## config.mk

```make
export PLATFORM = sky130hd
export DESIGN_NAME = cable_diag_tdr_dsa_config
export DESIGN_NICKNAME = d
export VERILOG_FILES = /design/src/rtl/cable_diag_pkg.sv /design/src/rtl/cable_diag_tdr_dsa_config.sv
export VERILOG_INCLUDE_DIRS = /design/src /design/src/rtl
export SDC_FILE = /design/constraint.sdc
export NUM_CORES = 2
export LEC_CHECK = 0
export BUFFER_PORTS_ARGS = -buffer_cell sky130_fd_sc_hd__buf_4
export CORE_MARGIN = 2
export CORE_UTILIZATION = 64
export DETAILED_ROUTE_END_ITERATION = 8
export PLACE_DENSITY_LB_ADDON = 0.3
export SETUP_SLACK_MARGIN = 0.02
export SLEW_MARGIN = 15
export SYNTH_ARGS = -nofsm -noshare
export SYNTH_HDL_FRONTEND = slang
export SYNTH_SLANG_ARGS = --single-unit
```

## constraint.sdc

```tcl
create_clock -name clk -period 8 [get_ports clk]
set_input_delay 1.2 -clock clk [delete_from_list [all_inputs] [get_ports clk]]
set_output_delay 1.2 -clock clk [all_outputs]
set_load 0.05 [all_outputs]
```

## src/rtl/cable_diag_consts.svh

```systemverilog
// offsets, field positions, reset values of the cable diagnostics bank
`ifndef CABLE_DIAG_CONSTS_SVH
`define CABLE_DIAG_CONSTS_SVH
// register indices; byte address is four times the index
`define IDX_PRETEST_EN 16'h0107
`define IDX_PRETEST_ST 16'h010f
`define IDX_TDR_UPPER 16'h0c0a
`define IDX_TDR_SHADOW 16'h0c0b
`define IDX_TDR_GEAR 16'h0c0c
`define IDX_SPEC_FILT 16'h0c26
`define IDX_SPEC_TAPS 16'h0c27
`define IDX_SPEC_START 16'h0c28
`define IDX_SPEC_STEP 16'h0c29
`define IDX_SPEC_OSEL 16'h0c2a
`define IDX_RAM_ACCESS 16'h0d00
`define IDX_RAM_CTRL 16'h0d01
`define IDX_RAM_DATA 16'h0d04
// reset values
`define RST_LIMIT_6 7'h26
`define RST_LIMIT_7 7'h1f
`define RST_GROWTH 3'h1
`define RST_SHADOW_INIT 4'h6
`define RST_SKIP 5'h10
`define RST_GEAR 5'h14
`define RST_BYPASS 1'h1
`define RST_LAST_TAP 8'h1e
`define RST_FIRST_TAP 8'h00
`define RST_START_FREQ 16'h0000
`define RST_STEP 11'h400
`define RST_AVERAGE 4'ha
`define RST_MSB_SEL 4'h0
// reserved read-back patterns
`define RSV_SHADOW 16'h0000
`define RSV_GEAR 16'h0008
`define RSV_FILT 16'hc004
`define RSV_OSEL 16'h0003
`define RSV_PRETEST_ST 16'h0340
// field positions
`define BIT_RAM_EN 15
`define BIT_RESTART 15
`define BIT_SOFT_RESET 14
`define BIT_ADDR_RESET 13
`define BIT_PRETEST_EN 8
`define BIT_PRETEST_HELD 3
`define BIT_BYPASS 6
`endif

```

## src/rtl/cable_diag_pkg.sv

```systemverilog
// types of the cable diagnostics bank
package cable_diag_pkg;
  typedef struct packed {
    logic [6:0] tdr_upper_peak_limit_7;
    logic [6:0] tdr_upper_peak_limit_6;
    logic [2:0] shadow_growth_factor;
    logic [3:0] shadow_initial_samples;
    logic [4:0] init_skip_samples;
    logic [4:0] gear_shift_distance;
    logic smooth_bypass;
    logic [7:0] last_tap;
    logic [7:0] first_tap;
    logic [15:0] start_freq;
    logic [3:0] average_exp;
    logic [10:0] freq_step;
    logic [3:0] output_msb_sel;
  } diag_cfg_type;
  typedef enum logic [1:0] {
    apb_idle,
    apb_access
  } apb_state_type;
endpackage

```

## src/rtl/cable_diag_tdr_dsa_config.sv

```systemverilog
// register bank of the cable diagnostics engine, APB slave
//
// Contract
// - two 7-bit TDR upper peak limits 6 and 7, reset 0x26 and 0x1F.
// - 3-bit shadow growth factor in 1/128 units, reset 1.
// - 4-bit initial shadow sample count after a peak, reset 6.
// - 5-bit count of samples skipped after TDR start, reset 16.
// - 5-bit gear shift distance in samples, reset 0x14.
// - bypass bit 1 skips smoothing filter, 0 applies it; reset 1.
// - 8-bit first and last tap numbers, reset 0 and 0x1E.
// - 16-bit start frequency, 1.9 kHz per count, reset 0.
// - 11-bit frequency step, 119.2 Hz per count, reset 0x400.
// - averaging over two to the X cycles, 4-bit X, reset 0xA.
// - 4-bit MSB select picks output slice stored per memory word.
// - host memory access only while enable bit 15 is 1; reset 0.
// - writing 1 to bit 15 restarts diagnostics; 0 does nothing.
// - bit 14 at 1 holds diagnostics in soft reset.
// - bit 13 at 1 returns the memory address index to start.
// - results read as 16-bit words through data-out, reset zero.
// - bit 8 enables the pre-test configuration.
// - bit 3 of status reads 1 once pre-test setup is latched.
//
// Design decision made here: the APB interface to the registers.
`timescale 1ns/1ps
`include "cable_diag_consts.svh"
module cable_diag_tdr_dsa_config
  import cable_diag_pkg::*;
#(
  parameter int ADDR_W = 16,
  parameter int DEPTH = 256
) (
  // clock and reset
  input wire logic clk,
  input wire logic rst_n,
  // apb slave
  input wire logic psel,
  input wire logic penable,
  input wire logic pwrite,
  input wire logic [ADDR_W+1:0] paddr,
  input wire logic [31:0] pwdata,
  input wire logic [3:0] pstrb,
  output logic [31:0] prdata,
  output logic pready,
  output logic pslverr,
  // engine side
  output diag_cfg_type diag_cfg,
  output logic diag_restart,
  output logic diag_soft_reset,
  output logic pretest_setup_enable,
  input wire logic pretest_setup_held,
  input wire logic result_wr,
  input wire logic [15:0] result_word
);

  // every flop leaves reset on the same edge, two edges after release
  logic rst_meta_reg;
  logic rst_sync_n;
  always_ff @(posedge clk or negedge rst_n) begin
    if (!rst_n) begin
      rst_meta_reg <= 1'b0;
      rst_sync_n <= 1'b0;
    end else begin
      rst_meta_reg <= 1'b1;
      rst_sync_n <= rst_meta_reg;
    end
  end

  localparam int AW = $clog2(DEPTH);

  diag_cfg_type cfg_reg;
  logic ram_en_reg;
  logic addr_reset_reg;
  logic pretest_en_reg;
  logic held_reg;
  logic restart_reg;
  logic soft_reset_reg;
  logic [15:0] data_out_reg;
  logic [AW-1:0] rd_idx_reg;
  logic [AW-1:0] wr_idx_reg;
  logic [15:0] mem [DEPTH];
  apb_state_type state_reg;
  logic [31:0] prdata_reg;
  logic pready_reg;
  logic pslverr_reg;

  // decode
  wire logic [15:0] idx = 16'(paddr[ADDR_W+1:2]);
  wire logic setup = psel && !penable && state_reg == apb_idle;
  // upper byte lanes carry nothing: every register sits in the low half
  wire logic wr_lo = pstrb[0];
  wire logic wr_hi = pstrb[1];
  wire logic hit_upper = idx == `IDX_TDR_UPPER;
  wire logic hit_shadow = idx == `IDX_TDR_SHADOW;
  wire logic hit_gear = idx == `IDX_TDR_GEAR;
  wire logic hit_filt = idx == `IDX_SPEC_FILT;
  wire logic hit_taps = idx == `IDX_SPEC_TAPS;
  wire logic hit_start = idx == `IDX_SPEC_START;
  wire logic hit_step = idx == `IDX_SPEC_STEP;
  wire logic hit_osel = idx == `IDX_SPEC_OSEL;
  wire logic hit_ramen = idx == `IDX_RAM_ACCESS;
  wire logic hit_ramctl = idx == `IDX_RAM_CTRL;
  wire logic hit_data = idx == `IDX_RAM_DATA;
  wire logic hit_pten = idx == `IDX_PRETEST_EN;
  wire logic hit_ptst = idx == `IDX_PRETEST_ST;
  wire logic mapped = hit_upper || hit_shadow || hit_gear || hit_filt ||
    hit_taps || hit_start || hit_step || hit_osel || hit_ramen ||
    hit_ramctl || hit_data || hit_pten || hit_ptst;
  // writes and pops commit at the edge that completes the transfer, so a
  // register never changes before the master has seen ready
  wire logic access = psel && penable && state_reg == apb_access;
  wire logic do_wr = access && pwrite && mapped;
  wire logic do_rd = access && !pwrite && mapped;
  // data-out reads pop only when host access is open
  wire logic pop = do_rd && hit_data && ram_en_reg;
  // write enables of the control registers
  wire logic wr_ramen = do_wr && hit_ramen;
  wire logic wr_ramctl = do_wr && hit_ramctl;
  wire logic wr_pten = do_wr && hit_pten;
  wire logic wr_ptst = do_wr && hit_ptst;
  wire logic wr_data = do_wr && hit_data;
  // only words that are really stored advance the write index
  wire logic engine_wr = result_wr && !ram_en_reg && !soft_reset_reg &&
    !addr_reset_reg;

  // 16-bit merge honouring byte strobes
  function automatic logic [15:0] merge16(input logic [15:0] old_v,
                                          input logic [31:0] wd,
                                          input logic lo,
                                          input logic hi);
    merge16 = {hi ? wd[15:8] : old_v[15:8], lo ? wd[7:0] : old_v[7:0]};
  endfunction

  // memory address step; the index wraps at DEPTH, so results beyond the
  // depth overwrite the oldest words
  function automatic logic [AW-1:0] next_idx(input logic [AW-1:0] cur);
    next_idx = cur + AW'(1);
  endfunction

  wire logic [15:0] upper_view = {1'b0, cfg_reg.tdr_upper_peak_limit_7,
    1'b0, cfg_reg.tdr_upper_peak_limit_6};
  wire logic [15:0] shadow_view = `RSV_SHADOW |
    {4'h0, cfg_reg.shadow_growth_factor, cfg_reg.shadow_initial_samples,
     cfg_reg.init_skip_samples};
  wire logic [15:0] gear_view = `RSV_GEAR |
    {7'h00, cfg_reg.gear_shift_distance, 4'h0};
  wire logic [15:0] filt_view = `RSV_FILT |
    {9'h000, cfg_reg.smooth_bypass, 6'h00};
  wire logic [15:0] taps_view = {cfg_reg.last_tap, cfg_reg.first_tap};
  wire logic [15:0] step_view = {cfg_reg.average_exp, 1'b0,
    cfg_reg.freq_step};
  wire logic [15:0] osel_view = `RSV_OSEL |
    {cfg_reg.output_msb_sel, 12'h000};
  wire logic [15:0] ramen_view = {ram_en_reg, 15'h0000};
  wire logic [15:0] ramctl_view = {restart_reg, soft_reset_reg,
    addr_reset_reg, 13'h0000};
  wire logic [15:0] pten_view = {7'h00, pretest_en_reg, 8'h00};
  wire logic [15:0] ptst_view = `RSV_PRETEST_ST |
    {12'h000, held_reg, 3'h0};
  wire logic [15:0] mem_word = mem[rd_idx_reg];
  wire logic [15:0] rd_mux =
    hit_upper ? upper_view :
    hit_shadow ? shadow_view :
    hit_gear ? gear_view :
    hit_filt ? filt_view :
    hit_taps ? taps_view :
    hit_start ? cfg_reg.start_freq :
    hit_step ? step_view :
    hit_osel ? osel_view :
    hit_ramen ? ramen_view :
    hit_ramctl ? ramctl_view :
    hit_data ? (ram_en_reg ? mem_word : data_out_reg) :
    hit_pten ? pten_view :
    hit_ptst ? ptst_view : 16'h0000;

  wire logic [15:0] wmask_upper = merge16(upper_view, pwdata, wr_lo, wr_hi);
  wire logic [15:0] wm_shadow = merge16(shadow_view, pwdata, wr_lo, wr_hi);
  wire logic [15:0] wm_gear = merge16(gear_view, pwdata, wr_lo, wr_hi);
  wire logic [15:0] wm_filt = merge16(filt_view, pwdata, wr_lo, wr_hi);
  wire logic [15:0] wm_taps = merge16(taps_view, pwdata, wr_lo, wr_hi);
  wire logic [15:0] wm_start = merge16(cfg_reg.start_freq, pwdata, wr_lo,
    wr_hi);
  wire logic [15:0] wm_step = merge16(step_view, pwdata, wr_lo, wr_hi);
  wire logic [15:0] wm_osel = merge16(osel_view, pwdata, wr_lo, wr_hi);
  wire logic [15:0] wm_ramen = merge16(ramen_view, pwdata, wr_lo, wr_hi);
  wire logic [15:0] wm_ramctl = merge16(ramctl_view, pwdata, wr_lo, wr_hi);
  wire logic [15:0] wm_pten = merge16(pten_view, pwdata, wr_lo, wr_hi);
  wire logic [15:0] wm_ptst = merge16(ptst_view, pwdata, wr_lo, wr_hi);
  wire logic [15:0] wm_data = merge16(data_out_reg, pwdata, wr_lo, wr_hi);

  // apb handshake: no wait cycle, answer in the first access cycle
  always_ff @(posedge clk or negedge rst_sync_n) begin
    if (!rst_sync_n) begin
      state_reg <= apb_idle;
      pready_reg <= 1'b0;
      pslverr_reg <= 1'b0;
      prdata_reg <= 32'h0000_0000;
    end else begin
      unique case (state_reg)
        apb_idle: begin
          pready_reg <= 1'b0;
          if (setup) begin
            state_reg <= apb_access;
            pready_reg <= 1'b1;
            // an unmapped index answers with an error and changes nothing
            pslverr_reg <= !mapped;
            prdata_reg <= {16'h0000, (pwrite ? 16'h0000 : rd_mux)};
          end
        end
        apb_access: begin
          state_reg <= apb_idle;
          pready_reg <= 1'b0;
          pslverr_reg <= 1'b0;
        end
      endcase
    end
  end

  // configuration fields
  always_ff @(posedge clk or negedge rst_sync_n) begin
    if (!rst_sync_n) begin
      cfg_reg.tdr_upper_peak_limit_6 <= `RST_LIMIT_6;
      cfg_reg.tdr_upper_peak_limit_7 <= `RST_LIMIT_7;
      cfg_reg.shadow_growth_factor <= `RST_GROWTH;
      cfg_reg.shadow_initial_samples <= `RST_SHADOW_INIT;
      cfg_reg.init_skip_samples <= `RST_SKIP;
      cfg_reg.gear_shift_distance <= `RST_GEAR;
      cfg_reg.smooth_bypass <= `RST_BYPASS;
      cfg_reg.last_tap <= `RST_LAST_TAP;
      cfg_reg.first_tap <= `RST_FIRST_TAP;
      cfg_reg.start_freq <= `RST_START_FREQ;
      cfg_reg.freq_step <= `RST_STEP;
      cfg_reg.average_exp <= `RST_AVERAGE;
      cfg_reg.output_msb_sel <= `RST_MSB_SEL;
    end else if (do_wr) begin
      // reserved bits are never stored, so they keep their pattern
      if (hit_upper) begin
        cfg_reg.tdr_upper_peak_limit_7 <= wmask_upper[14:8];
        cfg_reg.tdr_upper_peak_limit_6 <= wmask_upper[6:0];
      end
      if (hit_shadow) begin
        cfg_reg.shadow_growth_factor <= wm_shadow[11:9];
        cfg_reg.shadow_initial_samples <= wm_shadow[8:5];
        cfg_reg.init_skip_samples <= wm_shadow[4:0];
      end
      if (hit_gear) begin
        cfg_reg.gear_shift_distance <= wm_gear[8:4];
      end
      if (hit_filt) begin
        cfg_reg.smooth_bypass <= wm_filt[`BIT_BYPASS];
      end
      if (hit_taps) begin
        cfg_reg.last_tap <= wm_taps[15:8];
        cfg_reg.first_tap <= wm_taps[7:0];
      end
      if (hit_start) begin
        cfg_reg.start_freq <= wm_start;
      end
      if (hit_step) begin
        cfg_reg.average_exp <= wm_step[15:12];
        cfg_reg.freq_step <= wm_step[10:0];
      end
      if (hit_osel) begin
        cfg_reg.output_msb_sel <= wm_osel[15:12];
      end
    end
  end

  // memory control, restart pulse and pre-test bits
  always_ff @(posedge clk or negedge rst_sync_n) begin
    if (!rst_sync_n) begin
      ram_en_reg <= 1'b0;
      soft_reset_reg <= 1'b0;
      addr_reset_reg <= 1'b0;
      restart_reg <= 1'b0;
      pretest_en_reg <= 1'b0;
      held_reg <= 1'b0;
    end else begin
      // restart is a one-cycle pulse; a zero write leaves the engine alone
      restart_reg <= wr_ramctl && wm_ramctl[`BIT_RESTART];
      if (wr_ramen) begin
        ram_en_reg <= wm_ramen[`BIT_RAM_EN];
      end
      if (wr_ramctl) begin
        soft_reset_reg <= wm_ramctl[`BIT_SOFT_RESET];
        addr_reset_reg <= wm_ramctl[`BIT_ADDR_RESET];
      end
      if (wr_pten) begin
        pretest_en_reg <= wm_pten[`BIT_PRETEST_EN];
      end
      // engine latch wins over a software clear in the same cycle
      if (pretest_setup_held) begin
        held_reg <= 1'b1;
      end else if (wr_ptst) begin
        held_reg <= wm_ptst[`BIT_PRETEST_HELD];
      end
    end
  end

  // result memory and address indices
  always_ff @(posedge clk or negedge rst_sync_n) begin
    if (!rst_sync_n) begin
      rd_idx_reg <= '0;
      wr_idx_reg <= '0;
      data_out_reg <= 16'h0000;
    end else begin
      if (addr_reset_reg || soft_reset_reg) begin
        rd_idx_reg <= '0;
        wr_idx_reg <= '0;
      end else begin
        if (engine_wr) begin
          wr_idx_reg <= next_idx(wr_idx_reg);
        end
        if (pop) begin
          rd_idx_reg <= next_idx(rd_idx_reg);
        end
      end
      if (pop) begin
        data_out_reg <= mem_word;
      end else if (wr_data) begin
        data_out_reg <= wm_data;
      end
    end
  end

  // engine writes results while host access is closed; the array has no
  // reset so that it maps onto a plain memory
  always_ff @(posedge clk) begin
    if (engine_wr) begin
      mem[wr_idx_reg] <= result_word;
    end
  end

  // outputs, all from flip-flops
  assign prdata = prdata_reg;
  assign pready = pready_reg;
  assign pslverr = pslverr_reg;
  assign diag_cfg = cfg_reg;
  assign diag_restart = restart_reg;
  assign diag_soft_reset = soft_reset_reg;
  assign pretest_setup_enable = pretest_en_reg;

endmodule // cable_diag_tdr_dsa_config

```

==> results.sh <==
export IMPL_arrival_ns=6.52
export IMPL_fin_skew_ns=0.0653
export IMPL_nNetsFinal=8193
export IMPL_synth_cell_types=86
export IMPL_drt_iter0_drc=15500
export IMPL_vias=87600
export IMPL_io_pins=197
export IMPL_fillCellCount=13900
export IMPL_max_cap_violations=0
export IMPL_viasPerCell=7.40
export IMPL_place_hpwl_um=265000
export IMPL_rows=186
export IMPL_regMostFlops="mem"
export IMPL_yosysMostFrequentCell="edfxtp_1"
export IMPL_core_area_sq_um=256000
export IMPL_setup_violations_final=0
export IMPL_final_cells=11800
export IMPL_post_route_min_period_ns=5.70
export IMPL_gp_congestion=0.942
export IMPL_final_hold_violation_count=0
export IMPL_fin_crit_sh_pct=71.3
export IMPL_syn_inst=7576
export IMPL_synth_main_ff_cell="edfxtp_1"
export IMPL_wl_per_cell_um=40.1
export IMPL_drc_errors=0
export IMPL_rsz0062_at_grt="false"
export IMPL_first_pass_iters=6
export IMPL_cp_required_ns=8.82
export IMPL_slew_violations=0
export IMPL_synthTopCellsByCount="edfxtp_1 (4096), mux4_2 (1031), nor2_1 (357)"
export IMPL_die_h_um=511
export IMPL_areaGrowthSynthToFinish_pct=12.1
export IMPL_cts_max_path_buffers=4
export IMPL_grt_start_max_net_pins=154
export IMPL_cts_repair_resized=0
export IMPL_cts_tree="yes"
export IMPL_synth_area_leaders="edfxtp_1 (75%), mux4_2 (14%), dfrtp_1 (1.8%), mux2i_1 (1.7%), nor2_1 (0.81%)"
export IMPL_grt_pass1_vias=86500
export IMPL_timing_setup_tns_ns=0
export IMPL_clk_latency_ns=0.98
export IMPL_start_kind="flip-flop"
export IMPL_cp_max_fo=33
export IMPL_largest_reg_flops=4096
export IMPL_antenna_left=0
export IMPL_pwr_density_cell_nw_per_um2=244
export IMPL_h_tree_depth=5
export IMPL_yosysWarnings=0
export IMPL_die_area_sq_um=262000
export IMPL_grt_pass1_wl_um=662000
export IMPL_vdd_drop_max_mv=0.205
export IMPL_ys_seq_elements=4238
export IMPL_outcome="completed"
export IMPL_slew_headroom_pct=6.62
export IMPL_synth_edf_count=4096
export IMPL_synth_area_per_cell_sq_um=21.8
export IMPL_hp_class="reg2reg"
export IMPL_p_leak_nw=57.0
export IMPL_tightest_slew_ns=1.40
export IMPL_netlist_area_leader_share_pct=74.6
export IMPL_async_flop_share_pct=3.35
export IMPL_max_freq_mhz=175
export IMPL_synth_area_sq_um=165000
export IMPL_die_x_um=511
export IMPL_final_layout_size_suffix_gt1_share_pct=28.9
export IMPL_grt_use_total_pct=36.4
export IMPL_yosysTopAreaCell="edfxtp_1"
export IMPL_overflow=0
export IMPL_initial_utilization_pct=64.3
export IMPL_dp_cells=11100
export IMPL_numCtsBuffers=411
export IMPL_cp_end_kind="flip-flop"
export IMPL_criticalPathCategory="reg2reg"
export IMPL_drt_wl_total_um=474000
export IMPL_cts_root_buf="clkbuf_16"
export IMPL_cts_sinks=4238
export IMPL_portBuffers=160
export IMPL_antenna_found_initial=33
export IMPL_cts_clk_slew_worst_paths_ns=0.06
export IMPL_synth_yosys_seq_area_share_pct=76.8
[report_power, final]
group | switching (W) | total (W) | internal (W)
sequential | 0.0000832 | 0.0246 | 0.0245
combinational | 0.000999 | 0.00117 | 0.000169
clock | 0.00829 | 0.0193 | 0.0110
total | 0.00938 | 0.0451 | 0.0358
[placed cells by master, fill, tap and decap left out, types with 75 or more instances in the layout]
cell type and count:
buf_4 519, nor2_1 292, nand2_1 223, clkbuf_16 419, a21oi_1 88, clkinv_2 75, mux2_2 117, dfrtp_1 111
clkinv_1 84, mux4_2 1031, edfxtp_1 4096, mux2i_1 285
[path summary, 6_finish.rpt]
| path | from | endpoint | slack [ns] | depth (start not counted) |
|---|---|---|---|---|
| max | rd_idx_reg[0]$_DFFE_PN0P_ | prdata[6]$_DFFE_PN0P_ | 2.30 | 9 |
| min | rst_meta_reg$_DFF_PN0_ | rst_sync_n$_DFF_PN0_ | 0.37 | 0 |
| max reg2reg | rd_idx_reg[0]$_DFFE_PN0P_ | prdata[6]$_DFFE_PN0P_ | 2.30 | 9 |
| min reg2reg | rst_meta_reg$_DFF_PN0_ | rst_sync_n$_DFF_PN0_ | 0.37 | 0 |
| max in group asynchronous | rst_sync_n$_DFF_PN0_ | ram_en_reg$_DFFE_PN0P_ | 5.96 | 1 |
| min in group asynchronous | rst_sync_n$_DFF_PN0_ | diag_cfg[20]$_DFFE_PN0P_ | 0.46 | 0 |
[cell type report]
class	count	area, sq um	area share (%)
antenna	24	60.1	0.0325
clock buffer	494	10800	5.86
clock inverter	240	2430	1.32
tap	3384	4230	2.29
inverter	19	81.3	0.0440
multi-input combinational	2884	36000	19.5
sequential	4238	127000	68.5
timing repair buffer	557	4530	2.45
[through the flow]
step                setup WS, ns  power, W  utilization [%]  hold WS [ns]  instance area (sq um)
detailed placement          2.57    0.0262             66.8         0.340                 171000
global route                2.19    0.0459             72.0         0.378                 185000
global placement            2.26    0.0261             66.8         0.342                 171000
floorplan                   3.79    0.0254                -         0.331                 165000
finish                      2.30    0.0451             72.0         0.368                 185000
CTS                         2.52    0.0451             72.0         0.376                 185000
[per-layer routing]
layer  wire, um  vias to the layer above  global-route usage, %
met5        148                        -                      0
met4      33200                       20                   21.4
met3      71600                     1572                   11.5
met2     216000                     8351                   54.1
met1     153000                    44700                   48.3
li1           -                    32900                      -
[cells by family after synthesis]
| group | Yosys count | synth area share, % |
|---|---|---|
| compound gates | 592 | 2.61 |
| xor+xnor | 13 | 0.0691 |
| fa+ha+maj | 5 | 0.0380 |
| buf+inv | 469 | 1.64 |
| flops | 4238 | 76.8 |
| mux | 1433 | 16.6 |
| other cells | 2 | 0.00456 |
| simple gates | 824 | 2.20 |
[worst max-delay path, cell delays in order (launching register included)]
cell and delay (ns):
dfrtp_4 1.13, buf_4 0.58, buf_4 0.62, mux4_2 0.60
mux4_2 0.48, mux2i_1 0.91, nor2_1 0.33, o21ai_1 0.49
nor3_1 0.14, o21a_1 0.22
[repair_timing]
item                      CTS  global route
hold endpoints to repair    1             0
buffers inserted            0             0
hold buffers                1             0
Power figures use the tool's default switching activity.
